--- src/core/ir_pkg.sv ---
// Shared constants and state types of the remote-control key encoder.
package ir_pkg;

   ////////////////////////////////////////////////////////////////////////////
   // Clock, oscillator and carrier.
   localparam int unsigned CLK_HZ        = 25_000_000;   // System clock rate.
   localparam int unsigned OSC_FREQ_HZ   = 455_000;      // Resonator oscillator_frequency.
   localparam int unsigned CAR_DIVIDE    = 12;           // Oscillator to carrier divide.
   localparam int unsigned CAR_HIGH_NUM  = 1;            // Carrier high time numerator.
   localparam int unsigned CAR_HIGH_DEN  = 3;            // Carrier high time denominator.
   // One carrier_frequency period in clock cycles, rounded down.
   localparam int unsigned CAR_CYC       = (CLK_HZ * CAR_DIVIDE) / OSC_FREQ_HZ;
   // Carrier high time in clock cycles, rounded down.
   localparam int unsigned CAR_HIGH_CYC  = (CAR_CYC * CAR_HIGH_NUM) / CAR_HIGH_DEN;
   localparam int unsigned US_PER_S      = 1_000_000;    // Microseconds in a second.
   localparam int unsigned US_CYC        = CLK_HZ / US_PER_S; // Cycles per microsecond tick.

   ////////////////////////////////////////////////////////////////////////////
   // Frame timing in microseconds; the leader, repeat and frame values are defaults of top parameters.
   localparam int unsigned REP_MARK_US   = 9000;    // Repeat code burst.
   localparam int unsigned REP_SPACE_US  = 4500;    // Repeat code space.
   localparam int unsigned LEAD_MARK_US  = 9000;    // Leader burst of a first frame.
   localparam int unsigned LEAD_SPACE_US = 4500;    // Leader space of a first frame.
   localparam int unsigned BIT_MARK_US   = 560;     // Burst in front of each bit.
   localparam int unsigned ZERO_SPACE_US = 560;     // Space that encodes a zero.
   localparam int unsigned ONE_SPACE_US  = 1690;    // Space that encodes a one.
   localparam int unsigned FRAME_US      = 108000;  // The frame_interval.

   ////////////////////////////////////////////////////////////////////////////
   // Key matrix.
   localparam int unsigned STROBES       = 4;       // Scan strobe outputs.
   localparam int unsigned SENSES        = 8;       // Key sense inputs.
   localparam int unsigned KEYS          = STROBES * SENSES;
   localparam int unsigned SETTLE_CYC    = 32;      // Strobe settle time before sampling.
   localparam int unsigned SHIFT_KEY_IDX = 20;      // Index of shift_key, key 21.
   localparam logic [7:0]  CODE_22       = 8'h35;   // Key 21 with key 22.
   localparam logic [7:0]  CODE_23       = 8'h36;   // Key 21 with key 23.
   localparam logic [7:0]  CODE_24       = 8'h37;   // Key 21 with key 24.
   localparam logic [7:0]  CUSTOM_BASE   = 8'h00;   // Custom code for selection 0.
   localparam int unsigned FRAME_BITS    = 16;      // Custom byte then key byte.

   ////////////////////////////////////////////////////////////////////////////
   // Buffer between scanner and transmitter: {repeat, key, custom}.
   localparam int unsigned FIFO_W        = 17;
   localparam int unsigned FIFO_DEPTH    = 32;

   ////////////////////////////////////////////////////////////////////////////
   // State types.
   typedef enum logic [3:0] {
      SCAN_SLEEP  = 4'b0001,
      SCAN_STROBE = 4'b0010,
      SCAN_DECIDE = 4'b0100,
      SCAN_PUSH   = 4'b1000
   } scan_state_e;

   typedef enum logic [5:0] {
      TX_IDLE       = 6'b000001,
      TX_LEAD_MARK  = 6'b000010,
      TX_LEAD_SPACE = 6'b000100,
      TX_BIT_MARK   = 6'b001000,
      TX_BIT_SPACE  = 6'b010000,
      TX_STOP_MARK  = 6'b100000
   } tx_state_e;

endpackage : ir_pkg

--- src/core/ir_remote_key_encoder.sv ---
// How it works
// - Standby: oscillator off, strobes low, custom pins high.
// - Standby after reset and after an empty scan with the transmitter idle.
// - Any low sense input wakes and restarts oscillator.
// - Four strobes by eight senses give keys 1-32.
// - Key 21 with 22/23/24 sends 35h/36h/37h.
// - Bursts carry oscillator/12 carrier, one third high.
// - Frames repeat at frame interval while key held.
// - Repetitions send 9ms plus 4.5ms repeat code.
// - Custom-code pin levels select the frame custom code.
// - Low reset holds the block; release restarts cleanly.
`timescale 1ns/1ps

////////////////////////////////////////////////////////////////////////////////
// Flip-flop FIFO with valid and ready on both sides.
module ir_fifo #(
   parameter int unsigned WIDTH = 17,
   parameter int unsigned DEPTH = 32
) (
   input  wire logic             clk,
   input  wire logic             rst_n,
   input  wire logic [WIDTH-1:0] in_data,
   input  wire logic             in_valid,
   output logic                  in_ready,
   output logic      [WIDTH-1:0] out_data,
   output logic                  out_valid,
   input  wire logic             out_ready
);
   localparam int unsigned AW = $clog2(DEPTH);

   logic [WIDTH-1:0] mem_q [DEPTH];  // Storage words.
   logic [AW:0]      wr_q;           // Write index with wrap bit.
   logic [AW:0]      rd_q;           // Read index with wrap bit.
   wire              push = in_valid && in_ready;
   wire              pop  = out_valid && out_ready;

   // Full when the indexes differ only in the wrap bit, empty when equal.
   assign in_ready  = !((wr_q[AW] != rd_q[AW]) && (wr_q[AW-1:0] == rd_q[AW-1:0]));
   assign out_valid = (wr_q != rd_q);
   assign out_data  = mem_q[rd_q[AW-1:0]];

   // Index update.
   always_ff @(posedge clk or negedge rst_n)
   begin
      if (!rst_n)
      begin
         wr_q <= '0;
         rd_q <= '0;
      end
      else
      begin
         if (push) wr_q <= wr_q + 1'b1;
         if (pop)  rd_q <= rd_q + 1'b1;
      end
   end

   // Storage write; contents need no reset.
   always_ff @(posedge clk)
   begin
      if (push) mem_q[wr_q[AW-1:0]] <= in_data;
   end
endmodule : ir_fifo

////////////////////////////////////////////////////////////////////////////////
// Key matrix scanner and infrared frame transmitter.
module ir_remote_key_encoder
   import ir_pkg::*;
#(
   parameter int unsigned REP_MARK_T   = REP_MARK_US,   // Repeat burst, microseconds.
   parameter int unsigned REP_SPACE_T  = REP_SPACE_US,  // Repeat space, microseconds.
   parameter int unsigned LEAD_MARK_T  = LEAD_MARK_US,  // Leader burst, microseconds.
   parameter int unsigned LEAD_SPACE_T = LEAD_SPACE_US, // Leader space, microseconds.
   parameter int unsigned FRAME_T      = FRAME_US       // Frame interval, microseconds.
) (
   input  wire logic clk,
   input  wire logic rstn,
   input  wire logic sense_in_0,
   input  wire logic sense_in_1,
   input  wire logic sense_in_2,
   input  wire logic sense_in_3,
   input  wire logic sense_in_4,
   input  wire logic sense_in_5,
   input  wire logic sense_in_6,
   input  wire logic sense_in_7,
   output logic      scan_strobe_0,
   output logic      scan_strobe_1,
   output logic      scan_strobe_2,
   output logic      scan_strobe_3,
   input  wire logic custom_sel_low_pin,
   output logic      custom_sel_low_drive,
   output logic      custom_sel_low_oe,
   input  wire logic custom_sel_high_pin,
   output logic      custom_sel_high_drive,
   output logic      custom_sel_high_oe,
   output logic      ir_transmit_out,
   output logic      osc_running
);

   ////////////////////////////////////////////////////////////////////////////
   // Functions.

   // Key code of a scan map; double combinations win over single keys.
   function automatic logic [7:0] key_code(input logic [KEYS-1:0] map);
      logic [7:0] code;
      code = 8'h00;
      for (int i = KEYS - 1; i >= 0; i--)
         if (map[i]) code = 8'(i);
      if (map[SHIFT_KEY_IDX] && map[SHIFT_KEY_IDX+3]) code = CODE_24;
      if (map[SHIFT_KEY_IDX] && map[SHIFT_KEY_IDX+2]) code = CODE_23;
      if (map[SHIFT_KEY_IDX] && map[SHIFT_KEY_IDX+1]) code = CODE_22;
      return code;
   endfunction : key_code

   // Phase end test for a microsecond timer against a duration.
   function automatic logic time_up(input logic [16:0] t, input logic [16:0] dur);
      return (t >= dur - 17'd1);
   endfunction : time_up

   ////////////////////////////////////////////////////////////////////////////
   // Reset release and input synchronisers.
   logic [1:0]         rst_sync_q;     // Reset release pipeline.
   wire                rst_n_s = rst_sync_q[1];
   logic [SENSES-1:0]  sense_meta_q;   // First stage, read only by the second.
   logic [SENSES-1:0]  sense_q;        // Synchronised sense levels.
   logic [1:0]         sel_meta_q;     // First stage of the custom pins.
   logic [1:0]         sel_q;          // Synchronised custom selection.
   wire  [SENSES-1:0]  sense_raw = {sense_in_7, sense_in_6, sense_in_5, sense_in_4,
                                    sense_in_3, sense_in_2, sense_in_1, sense_in_0};

   // Reset is taken at once and released through two flops.
   always_ff @(posedge clk or negedge rstn)
   begin
      if (!rstn) rst_sync_q <= 2'b00;
      else       rst_sync_q <= {rst_sync_q[0], 1'b1};
   end

   // Pins cross into the clock domain through two flops.
   always_ff @(posedge clk or negedge rst_n_s)
   begin
      if (!rst_n_s)
      begin
         sense_meta_q <= '1;
         sense_q      <= '1;
         sel_meta_q   <= 2'b11;
         sel_q        <= 2'b11;
      end
      else
      begin
         sense_meta_q <= sense_raw;
         sense_q      <= sense_meta_q;
         sel_meta_q   <= {custom_sel_high_pin, custom_sel_low_pin};
         sel_q        <= sel_meta_q;
      end
   end

   ////////////////////////////////////////////////////////////////////////////
   // Oscillator model: the microsecond tick runs only while awake.
   logic        osc_q;          // Oscillator running.
   logic [4:0]  us_div_q;       // Microsecond divider.
   wire         us_tick = osc_q && (us_div_q == 5'(US_CYC - 1));

   // Divider stops with the oscillator.
   always_ff @(posedge clk or negedge rst_n_s)
   begin
      if (!rst_n_s)      us_div_q <= '0;
      else if (!osc_q)   us_div_q <= '0;
      else if (us_tick)  us_div_q <= '0;
      else               us_div_q <= us_div_q + 5'd1;
   end

   ////////////////////////////////////////////////////////////////////////////
   // Scanner.
   scan_state_e       scan_q;       // Scanner state.
   logic [1:0]        strobe_idx_q; // Strobe being driven.
   logic [5:0]        settle_q;     // Settle counter.
   logic [KEYS-1:0]   map_q;        // Keys found in this scan.
   logic              held_q;       // A key is being transmitted.
   logic [16:0]       intv_q;       // Microseconds since last frame push.
   logic [FIFO_W-1:0] word_q;       // Word offered to the buffer.
   logic [3:0]        strobe_q;     // Strobe pins, active low.
   logic              sel_oe_q;     // Custom pins driven high.
   wire               fifo_in_ready;
   wire               tx_idle;
   wire               any_key    = |map_q;
   wire               intv_done  = (intv_q >= 17'(FRAME_T - 1));
   wire               settled    = (settle_q == 6'(SETTLE_CYC - 1));
   wire               any_sense  = |(~sense_q);
   wire  [7:0]        custom     = CUSTOM_BASE + {6'h00, sel_q};
   wire  [7:0]        code       = key_code(map_q);

   // Scan sequence, standby entry and frame scheduling.
   always_ff @(posedge clk or negedge rst_n_s)
   begin
      if (!rst_n_s)
      begin
         scan_q       <= SCAN_SLEEP;
         osc_q        <= 1'b0;
         strobe_idx_q <= '0;
         settle_q     <= '0;
         map_q        <= '0;
         held_q       <= 1'b0;
         word_q       <= '0;
         strobe_q     <= 4'h0;
         sel_oe_q     <= 1'b1;
      end
      else
      begin
         unique case (scan_q)
            // Asleep: strobes low so any key pulls its sense line low.
            SCAN_SLEEP:
            begin
               strobe_q <= 4'h0;
               sel_oe_q <= 1'b1;
               if (any_sense)
               begin
                  scan_q       <= SCAN_STROBE;
                  osc_q        <= 1'b1;
                  sel_oe_q     <= 1'b0;
                  strobe_idx_q <= '0;
                  settle_q     <= '0;
                  map_q        <= '0;
                  strobe_q     <= 4'he;
               end
            end
            // One strobe low at a time; sample its eight senses once settled.
            SCAN_STROBE:
            begin
               settle_q <= settle_q + 6'd1;
               if (settled)
               begin
                  map_q[strobe_idx_q*SENSES +: SENSES] <= ~sense_q;
                  settle_q     <= '0;
                  strobe_idx_q <= strobe_idx_q + 2'd1;
                  strobe_q     <= ~(4'h1 << (strobe_idx_q + 2'd1));
                  if (strobe_idx_q == 2'(STROBES - 1))
                  begin
                     scan_q   <= SCAN_DECIDE;
                     strobe_q <= 4'hf;
                  end
               end
            end
            // A full scan is over: sleep, send, repeat or rescan.
            SCAN_DECIDE:
            begin
               strobe_idx_q <= '0;
               strobe_q     <= 4'he;
               scan_q       <= SCAN_STROBE;
               if (!any_key)
               begin
                  held_q <= 1'b0;
                  if (tx_idle)
                  begin
                     scan_q   <= SCAN_SLEEP;
                     osc_q    <= 1'b0;
                     strobe_q <= 4'h0;
                     sel_oe_q <= 1'b1;
                  end
               end
               else if (!held_q)
               begin
                  word_q <= {1'b0, code, custom};
                  held_q <= 1'b1;
                  scan_q <= SCAN_PUSH;
               end
               else if (intv_done)
               begin
                  word_q <= {1'b1, code, custom};
                  scan_q <= SCAN_PUSH;
               end
               map_q <= '0;
            end
            // Hold the word until the buffer takes it; a full buffer stalls scanning.
            SCAN_PUSH:
            begin
               if (fifo_in_ready) scan_q <= SCAN_STROBE;
            end
         endcase
      end
   end

   // Frame interval timer restarts when a frame is handed over.
   always_ff @(posedge clk or negedge rst_n_s)
   begin
      if (!rst_n_s)                                  intv_q <= '0;
      else if (scan_q == SCAN_PUSH && fifo_in_ready) intv_q <= '0;
      else if (us_tick && !intv_done)                intv_q <= intv_q + 17'd1;
   end

   ////////////////////////////////////////////////////////////////////////////
   // Buffer.
   wire [FIFO_W-1:0] fifo_out_data;
   wire              fifo_out_valid;

   ir_fifo #(
      .WIDTH (FIFO_W),
      .DEPTH (FIFO_DEPTH)
   ) u_fifo (
      .clk       (clk),
      .rst_n     (rst_n_s),
      .in_data   (word_q),
      .in_valid  (scan_q == SCAN_PUSH),
      .in_ready  (fifo_in_ready),
      .out_data  (fifo_out_data),
      .out_valid (fifo_out_valid),
      .out_ready (tx_idle)
   );

   ////////////////////////////////////////////////////////////////////////////
   // Transmitter.
   tx_state_e   tx_q;        // Transmitter state.
   logic        rep_q;       // Sending a repeat code.
   logic [15:0] shift_q;     // Remaining frame bits, LSB first.
   logic [4:0]  bit_cnt_q;   // Bits sent.
   logic [16:0] tmr_q;       // Microseconds in the current phase.
   logic [16:0] dur_q;       // Length of the current phase.
   logic [9:0]  car_q;       // Carrier phase counter.
   logic        out_q;       // Registered transmit output.
   wire         phase_end = us_tick && time_up(tmr_q, dur_q);
   wire         mark      = (tx_q == TX_LEAD_MARK) || (tx_q == TX_BIT_MARK) ||
                            (tx_q == TX_STOP_MARK);
   wire         last_bit  = (bit_cnt_q == 5'(FRAME_BITS - 1));
   assign tx_idle = (tx_q == TX_IDLE);

   // Frame sequencing; each phase lasts dur_q microsecond ticks.
   always_ff @(posedge clk or negedge rst_n_s)
   begin
      if (!rst_n_s)
      begin
         tx_q      <= TX_IDLE;
         rep_q     <= 1'b0;
         shift_q   <= '0;
         bit_cnt_q <= '0;
         tmr_q     <= '0;
         dur_q     <= '0;
      end
      else
      begin
         if (us_tick) tmr_q <= tmr_q + 17'd1;
         if (phase_end) tmr_q <= '0;
         unique case (tx_q)
            TX_IDLE:
            begin
               tmr_q <= '0;
               if (fifo_out_valid)
               begin
                  rep_q     <= fifo_out_data[FIFO_W-1];
                  shift_q   <= fifo_out_data[15:0];
                  bit_cnt_q <= '0;
                  tx_q      <= TX_LEAD_MARK;
                  dur_q     <= fifo_out_data[FIFO_W-1] ? 17'(REP_MARK_T) : 17'(LEAD_MARK_T);
               end
            end
            TX_LEAD_MARK:
               if (phase_end)
               begin
                  tx_q  <= TX_LEAD_SPACE;
                  dur_q <= rep_q ? 17'(REP_SPACE_T) : 17'(LEAD_SPACE_T);
               end
            TX_LEAD_SPACE:
               if (phase_end)
               begin
                  tx_q  <= rep_q ? TX_STOP_MARK : TX_BIT_MARK;
                  dur_q <= 17'(BIT_MARK_US);
               end
            TX_BIT_MARK:
               if (phase_end)
               begin
                  tx_q  <= TX_BIT_SPACE;
                  dur_q <= shift_q[0] ? 17'(ONE_SPACE_US) : 17'(ZERO_SPACE_US);
               end
            TX_BIT_SPACE:
               if (phase_end)
               begin
                  shift_q   <= {1'b0, shift_q[15:1]};
                  bit_cnt_q <= bit_cnt_q + 5'd1;
                  tx_q      <= last_bit ? TX_STOP_MARK : TX_BIT_MARK;
                  dur_q     <= 17'(BIT_MARK_US);
               end
            TX_STOP_MARK:
               if (phase_end) tx_q <= TX_IDLE;
         endcase
      end
   end

   // Carrier runs only inside bursts; output is low outside them.
   always_ff @(posedge clk or negedge rst_n_s)
   begin
      if (!rst_n_s)
      begin
         car_q <= '0;
         out_q <= 1'b0;
      end
      else
      begin
         if (!mark || car_q == 10'(CAR_CYC - 1)) car_q <= '0;
         else                                    car_q <= car_q + 10'd1;
         out_q <= mark && (car_q < 10'(CAR_HIGH_CYC));
      end
   end

   ////////////////////////////////////////////////////////////////////////////
   // Outputs, all from flops.
   assign scan_strobe_0         = strobe_q[0];
   assign scan_strobe_1         = strobe_q[1];
   assign scan_strobe_2         = strobe_q[2];
   assign scan_strobe_3         = strobe_q[3];
   assign custom_sel_low_drive  = sel_oe_q;
   assign custom_sel_low_oe     = sel_oe_q;
   assign custom_sel_high_drive = sel_oe_q;
   assign custom_sel_high_oe    = sel_oe_q;
   assign ir_transmit_out       = out_q;
   assign osc_running           = osc_q;

endmodule : ir_remote_key_encoder

--- config.mk ---
export PLATFORM = sky130hd
export DESIGN_NAME = ir_remote_key_encoder
export DESIGN_NICKNAME = d
export VERILOG_FILES = /design/src/core/ir_pkg.sv /design/src/core/ir_remote_key_encoder.sv
export SDC_FILE = /design/constraint.sdc
export NUM_CORES = 1
export LEC_CHECK = 0
export ABC_CLOCK_PERIOD_IN_PS = 14800
export BUFFER_PORTS_ARGS = -buffer_cell sky130_fd_sc_hd__buf_2
export CAP_MARGIN = 20
export CORE_UTILIZATION = 62
export DETAILED_ROUTE_END_ITERATION = 8
export GPL_ROUTABILITY_DRIVEN = 0
export MAX_ROUTING_LAYER = met4
export PLACE_DENSITY = 0.78
export SLEW_MARGIN = 15
export SYNTH_ARGS = -nofsm -noshare
export SYNTH_HDL_FRONTEND = slang
export SYNTH_HIERARCHICAL = 1
export SYNTH_SLANG_ARGS = --single-unit
--- constraint.sdc ---
create_clock -name clk -period 14.8 [get_ports clk]
set_input_delay 1.48 -clock clk [delete_from_list [all_inputs] [get_ports clk]]
set_output_delay 1.48 -clock clk [all_outputs]
set_load 0.02 [all_outputs]
==> qor.yml, run 1 <==
run_status:
  outcome: "finished clean"
sta:
  max_freq_ghz: 0.243
  hold_viol_final: 0
  slew_viol_final: 0
  fin_setup_tns_ns: 0
  maxSlewHeadroom_pct: 34.9
  worst_pin_slew_ns: 0.977
  fin_crit_sh_pct: 27.8
  period_needed_ns: 4.11
  rsz0062_at_grt: "no"
  finalSetupViolCount: 0
  clock_skew_ns: 0.0263
hold_path:
  worstHoldPathType: "flop to async pin"
clocking:
  cts_max_level: 3
  clk_pin_slew_ns: 0.06
  clk_latency_ns: 0.61
  cts_sinks: 725
  cts_made_buffers: 72
  hold_buffers: 0
  cts_tree: "done"
  cts_buffer_depth: 3
  post_cts_buffers: 0
  clock_tree.root_cell: "clkbuf_16"
  ctsResizeCount: 0
logic_synthesis:
  syn_area_um2: 29800
  synthArstFlopShare_pct: 25.0
  synth_top_cells_by_count: "544 x edfxtp_1, 158 x dfrtp_1, 136 x mux4_2"
  yosys_warnings: 6
  synth_top_area_share_pct: 54.8
  synth_area_leaders: "edfxtp_1 55%, dfrtp_1 13%, mux4_2 10%, dfstp_2 2.0%, ha_1 1.6%"
  synth_flop_cell: "edfxtp_1"
  syn_inst: 1800
  yosysTopAreaCell: "edfxtp_1"
  syn_avg_cell_area_um2: 16.6
  synth_seq_cells: 725
  ys_seq_area_share_pct: 70.1
  synth-edff-count: 544
  synthMostInstantiatedCell: "edfxtp_1"
  synth_cell_type_count: 89
floorplan:
  start_util_pct: 63.5
  die_y_um: 221
  core_area_um2: 47000
  die_x_um: 221
  boundaryPins: 22
  rows: 79
  dieArea_um2: 49000
detailed_routing:
  ant_nets: 0
  drt_iter0_drc: 1733
  wl_per_cell_um: 22.4
  vias_per_cell: 6.07
  route.detailed.drc: 0
  vias: 17000
  routed_wl_mm: 62.8
  first_pass_iters: 5
grt:
  grt_usage_pct: 27.1
  globalRoute.totalOverflow: 0
  grt_max_degree: 74
  grt_pass1_wl_mm: 97.2
  grt_pass1_vias: 17100
  antenna_found_initial: 7
power_and_ir_drop:
  net-switching-power_mw: 0.767
  p_leak_nw: 11.7
  internal-power_mw: 3.20
  combPwrFrac_pct: 0.5
  clockPowerShare_pct: 44.3
  peakVddDrop_v: 0.000113
  finalPower_mw: 3.96
  swShare_pct: 19.3
  powerDensity_nw_per_um2: 117
  pwr-share-seq_pct: 55.2
worst_setup_path:
  arrival_ns: 4.62
  required_ns: 15.31
  start_kind: "flop"
  endpoint_kind: "flop"
  path_class: "flop to flop"
  crit_path_max_fanout: 14
final_layout:
  syn_to_final_growth_pct: 13.9
  fillCellCount: 2859
  drive_gt1_share_pct: 17.2
  fin_nets: 2177
  instances_no_fill: 2797
placed_design:
  dp_hpwl_mm: 38.9
  dpl.cell_count: 2650
  numPortBuffers: 21
flow_run:
  maxCapViolations: 0
-- area by class of cell --
cell class	count	area, um2	share of cell area (%)
Clock buffer	100	1990	5.86
Clock inverter	31	267	0.785
Timing Repair Buffer	72	573	1.69
Inverter	38	143	0.420
Multi-Input combinational cell	1217	9300	27.4
Antenna cell	7	17.5	0.0516
Sequential cell	725	20900	61.6
Tap cell	607	759	2.24
-- registers in the layout (all words and copies together) (netlist names), 5 cells and up --
signal	cells
car_q	10
intv_q	17
sense_meta_q	8
settle_q	6
bit_cnt_q	5
word_q	9
tx_q	6
u_fifo/rd_q	6
dur_q	9
map_q	32
tmr_q	17
us_div_q	5
sense_q	8
shift_q	16
u_fifo/wr_q	6
u_fifo/mem_q	544
-- worst max-delay path, stage by stage, from the launching register on --
cell and delay [ns]:
dfrtp_1 0.47, nor4_1 0.71, nand3_1 0.21, and2_1 0.21
ha_1 0.18, a211oi_1 0.32, o21bai_1 0.17, a21oi_1 0.56
a21oi_2 0.28, o21ai_2 0.72, a2bb2oi_1 0.20
-- power by group through the flow --
| stage | clock (mW) | combinational, mW | sequential, mW |
|---|---|---|---|
| 6_report | 1.76 | 0.0202 | 2.19 |
| 5_1_grt | 1.86 | 0.0252 | 2.19 |
| 4_1_cts | 1.78 | 0.0179 | 2.19 |
| 3_5_place_dp | 0 | 0.0178 | 2.23 |
| 3_3_place_gp | 0 | 0.0174 | 2.23 |
| 2_1_floorplan | 0 | 0.00774 | 2.23 |
-- metal layers --
layer	routed length [um]	vias up	share of wire [%]	global-route usage, %
li1	-	7532	-	-
met1	24900	8649	40	35.5
met2	31100	687	49	42.4
met3	5220	115	8.3	6.68
met4	1550	0	2.5	8.48
met5	0	-	0	-
-- worst paths after layout --
check / start / end / slack [ns] / depth (start not counted)
setup / recovery: dur_q[10]$_DFFE_PN0P_ / shift_q[4]$_DFFE_PN0P_ / 10.69 / 10
hold / removal: rst_sync_q[1]$_DFF_PN0_ / map_q[26]$_DFFE_PN0P_ / 0.31 / 0
setup reg to reg: dur_q[10]$_DFFE_PN0P_ / shift_q[4]$_DFFE_PN0P_ / 10.69 / 10
hold reg to reg: rst_sync_q[1]$_DFF_PN0_ / map_q[26]$_DFFE_PN0P_ / 0.31 / 0
max in group asynchronous: rst_sync_q[1]$_DFF_PN0_ / tx_q[3]$_DFFE_PN0P_ / 12.40 / 2
min in group clk: sense_meta_q[0]$_DFF_PN1_ / sense_q[0]$_DFF_PN1_ / 0.35 / 0
-- placed cells by master, fill, tap and decap left out, drive strengths merged, types with 14 or more instances in the layout --
cell type / instances
ha: 39
inv: 42
dfstp: 23
nor3: 21
buf: 72
conb: 257
xor2: 25
mux2i: 19
nand2: 130
a21oi: 27
o22ai: 73
a2bb2oi: 14
clkbuf: 100
nor4: 33
clkinv: 18
mux4: 136
edfxtp: 544
xnor2: 22
nand4: 23
dfrtp: 158
nand3: 55
o31ai: 20
o21ai: 61
nor2: 119
-- per-stage QoR --
stage	utilization, %	setup WS, ns	hold slack, ns	area [um2]
floorplan	-	9.42	0.331	30800
global placement	67.1	10.99	0.317	31500
detailed placement	67.1	10.87	0.319	31500
CTS	71.9	10.83	0.327	33800
global route	72.3	10.35	0.357	34000
finish	72.3	10.69	0.313	34000
-- kinds of logic (layout without fill, tap and decap cells) --
family,after synthesis,in the layout,share of synthesized area (%)
muxes,163,163,11.2
xor gates and xnor gates,47,47,1.41
buffers and inverters,113,241,1.95
and+or+nand+nor,446,446,7.43
AOI/OAI and AO/OA,265,265,6.25
other,2,264,0.0252
DFF,725,725,70.1
adders and majority gates,39,39,1.64
No activity file was read; power rests on OpenSTA's default activity.
==> inputs of run 2 (changes only) <==
ABC_CLOCK_PERIOD_IN_PS = 3550   (was 14800)
CORE_UTILIZATION = 59   (was 62)
clock period = 3.55 ns   (was 14.8 ns; I/O delays follow)
==> qor.yml, run 2 (synthesized netlist as in run 1, its figures left out) <==
run_status:
  outcome: "finished clean"  # unchanged
worst_setup_path:
  r2r_end: "bit_cnt_q[3]$_DFFE_PN0P_"  # was shift_q[4]$_DFFE_PN0P_
  start_kind: "flop"  # unchanged
  path_class: "flop to flop"  # unchanged
  critPathSlowestCell: "a2111oi_1"  # was o21ai_2
  crit_chain: "inv_1, ha_1, nand2_1, nor2_1, nand2_1, o21ai_0, and2_1, ha_1, nand4_1, nor3_2, a21oi_4, a2111oi_1, xnor2_1, nor2_1"  # was nor4_1, nand3_1, and2_1, ha_1, a211oi_1, o21bai_1, a21oi_1, a21oi_2, o21ai_2, a2bb2oi_1
  endpoint_kind: "flop"  # unchanged
  crit_path_max_fanout: 8  # was 14
  reg2reg_from: "dur_q[12]$_DFFE_PN0P_"  # was dur_q[10]$_DFFE_PN0P_
  startpoint: "dur_q[12]$_DFFE_PN0P_"  # was dur_q[10]$_DFFE_PN0P_
  required_ns: 4.00  # was 15.31 ns
  max_stage_delay_ns: 0.54  # was 0.72 ns
  endpoint: "bit_cnt_q[3]$_DFFE_PN0P_"  # was shift_q[4]$_DFFE_PN0P_
  path_buf_inv: 1  # was 0
  rr_worst_depth: 14  # was 10
  crit_family: "simple AND/OR/NAND/NOR gates"  # was compound AO/OA/AOI/OAI gates
  arrival_ns: 3.74  # was 4.62 ns
  cp.depth: 14  # was 10
  r2r_setup_slack_ns: 0.26  # was 10.69 ns
final_layout:
  regArea_um2: 20900  # about the same
  drive_gt1_share_pct: 17.8  # was 17.2%
  syn_to_final_growth_pct: 15.3  # was 13.9%
  diodes: 0  # was 7
  fillCellCount: 3165  # was 2859
  fin_area_um2: 34400  # was 34000 um2
  layout_commonest_cell: "edfxtp_1"  # unchanged
  largest_reg_flops: 544  # unchanged
  final_util_pct: 68.8  # was 72.3%
  multi_input_area_um2: 9320  # was 9300 um2
  layout_common_cells: "544 x edfxtp_1, 257 x conb_1, 150 x dfrtp_1, 136 x mux4_2, 129 x nand2_1"  # was 544 x edfxtp_1, 257 x conb_1, 153 x dfrtp_1, 136 x mux4_2, 129 x nand2_1
  fin_nets: 2190  # was 2177
detailed_routing:
  first_pass_iters: 5  # unchanged
  vias: 16900  # was 17000
  drt_iter0_drc: 1888  # was 1733
  routed_wl_mm: 62.8  # about the same
  vias_per_cell: 5.89  # was 6.07
  ant_nets: 0  # unchanged
  route.detailed.drc: 0  # unchanged
  wl_per_cell_um: 21.9  # was 22.4 um
placed_design:
  dp_hpwl_mm: 38.5  # was 38.9 mm
  placed_area_um2: 31800  # was 31500 um2
  pre_cts_slack_ns: -0.00466  # was 10.87 ns
  numPortBuffers: 21  # unchanged
clocking:
  cts_tree: "done"  # unchanged
  clock_tree.root_cell: "clkbuf_16"  # unchanged
  clk_latency_ns: 0.60  # was 0.61 ns
  post_cts_buffers: 0  # unchanged
  cts_buffer_depth: 3  # unchanged
  cts_made_buffers: 71  # was 72
  cts_max_level: 3  # unchanged
  clk_pin_slew_ns: 0.06  # about the same
  cts_sinks: 725  # unchanged
power_and_ir_drop:
  p_leak_nw: 11.8  # was 11.7 nW
  peakVddDrop_v: 0.000414  # was 0.000113 V
  finalPower_mw: 17.0  # was 3.96 mW
  powerDensity_nw_per_um2: 494  # was 117 nW/um2
floorplan:
  die_x_um: 227  # was 221 um
  die_y_um: 227  # was 221 um
  start_util_pct: 59.7  # was 63.5%
  dieArea_um2: 51400  # was 49000 um2
  rows: 82  # was 79
  core_area_um2: 50000  # was 47000 um2
  boundaryPins: 22  # unchanged
sta:
  rsz0062_at_grt: "yes"  # was no
  finalSetupViolCount: 0  # unchanged
  max_freq_ghz: 0.304  # was 0.243 GHz
  hold_viol_final: 0  # unchanged
  fin_setup_tns_ns: 0  # unchanged
  clock_skew_ns: 0.0277  # was 0.0263 ns
  setup_ws_ns: 0.264  # was 10.69 ns
  slew_viol_final: 0  # unchanged
  fin_crit_sh_pct: 92.6  # was 27.8%
  period_needed_ns: 3.29  # was 4.11 ns
  worst_pin_slew_ns: 1.20  # was 0.977 ns
  maxSlewHeadroom_pct: 19.8  # was 34.9%
grt:
  grt_usage_pct: 26.3  # was 27.1%
  antenna_found_initial: 0  # was 7
  grt_pass1_wl_mm: 97.4  # was 97.2 mm
  grt_max_degree: 140  # was 74
  globalRoute.totalOverflow: 0  # unchanged
  grt_pass1_vias: 17300  # was 17100
hold_path:
  worstHoldPathType: "input port to async pin"  # was flop to async pin
flow_run:
  maxCapViolations: 0  # unchanged
==> run 2: changes by cell type in the layout (fill, tap and decap cells not counted), sizes merged <==
cell | previous run | this run
clkbuf | 100 | 98
inv | 42 | 40
buf | 72 | 74
diode | 7 | 0
dlygate4sd3 | 0 | 11
clkinv | 18 | 21
bufinv | 4 | 7
==> run 2: worst min path at each step <==
| stage | start | endpoint | slack [ns] |
|---|---|---|---|
| after floorplan | rstn | rst_sync_q[0]$_DFF_PN0_ | 0.06 |
| after global placement | rstn | rst_sync_q[0]$_DFF_PN0_ | 0.14 |
| after detailed placement | rstn | rst_sync_q[0]$_DFF_PN0_ | 0.14 |
| after CTS | rstn | rst_sync_q[1]$_DFF_PN0_ | 0.04 |
| after global routing | rstn | rst_sync_q[1]$_DFF_PN0_ | 0.1 |
| final | rstn | rst_sync_q[1]$_DFF_PN0_ | 0.08 |
==> run 2: what timing repair did <==
action | CTS | global route
setup endpoints to repair | 7 | 16
hold buffers | 11 | 0
cloned | 0 | 0
gates resized for setup | 1 | 6
endpoints found under the hold margin | 12 | 0
==> run 2: power by group <==
group          internal [mW]  total (mW)  switching (mW)
registers               9.10        9.13          0.0320
logic                 0.0228      0.0931          0.0703
clock network           4.62        7.75            3.13
total                   13.7        17.0            3.23
==> run 2: per-layer routing <==
metal	global-route usage, %	wire length, um	vias to the layer above
li1	-	-	7564
met1	34.2	24300	8527
met2	41.9	31300	686
met3	4.91	5270	132
met4	9.26	1860	0
met5	-	0	-
==> run 2: metrics by stage <==
stage | hold WS [ns] | cells
after global placement | 0.140 | 2724
after CTS | 0.0369 | 2867
final | 0.0845 | 2870
after global routing | 0.0973 | 2870
after floorplan | 0.0594 | 2055
after detailed placement | 0.144 | 2724
==> run 2: final cells by class <==
type	instances	area share [%]
clock buffers	97	6.03
clock inverters	35	1.07
inverters	38	0.415
multi-input cells	1217	27.1
flip-flops and latches	725	60.8
well taps	672	2.45
repair buffers	86	2.08
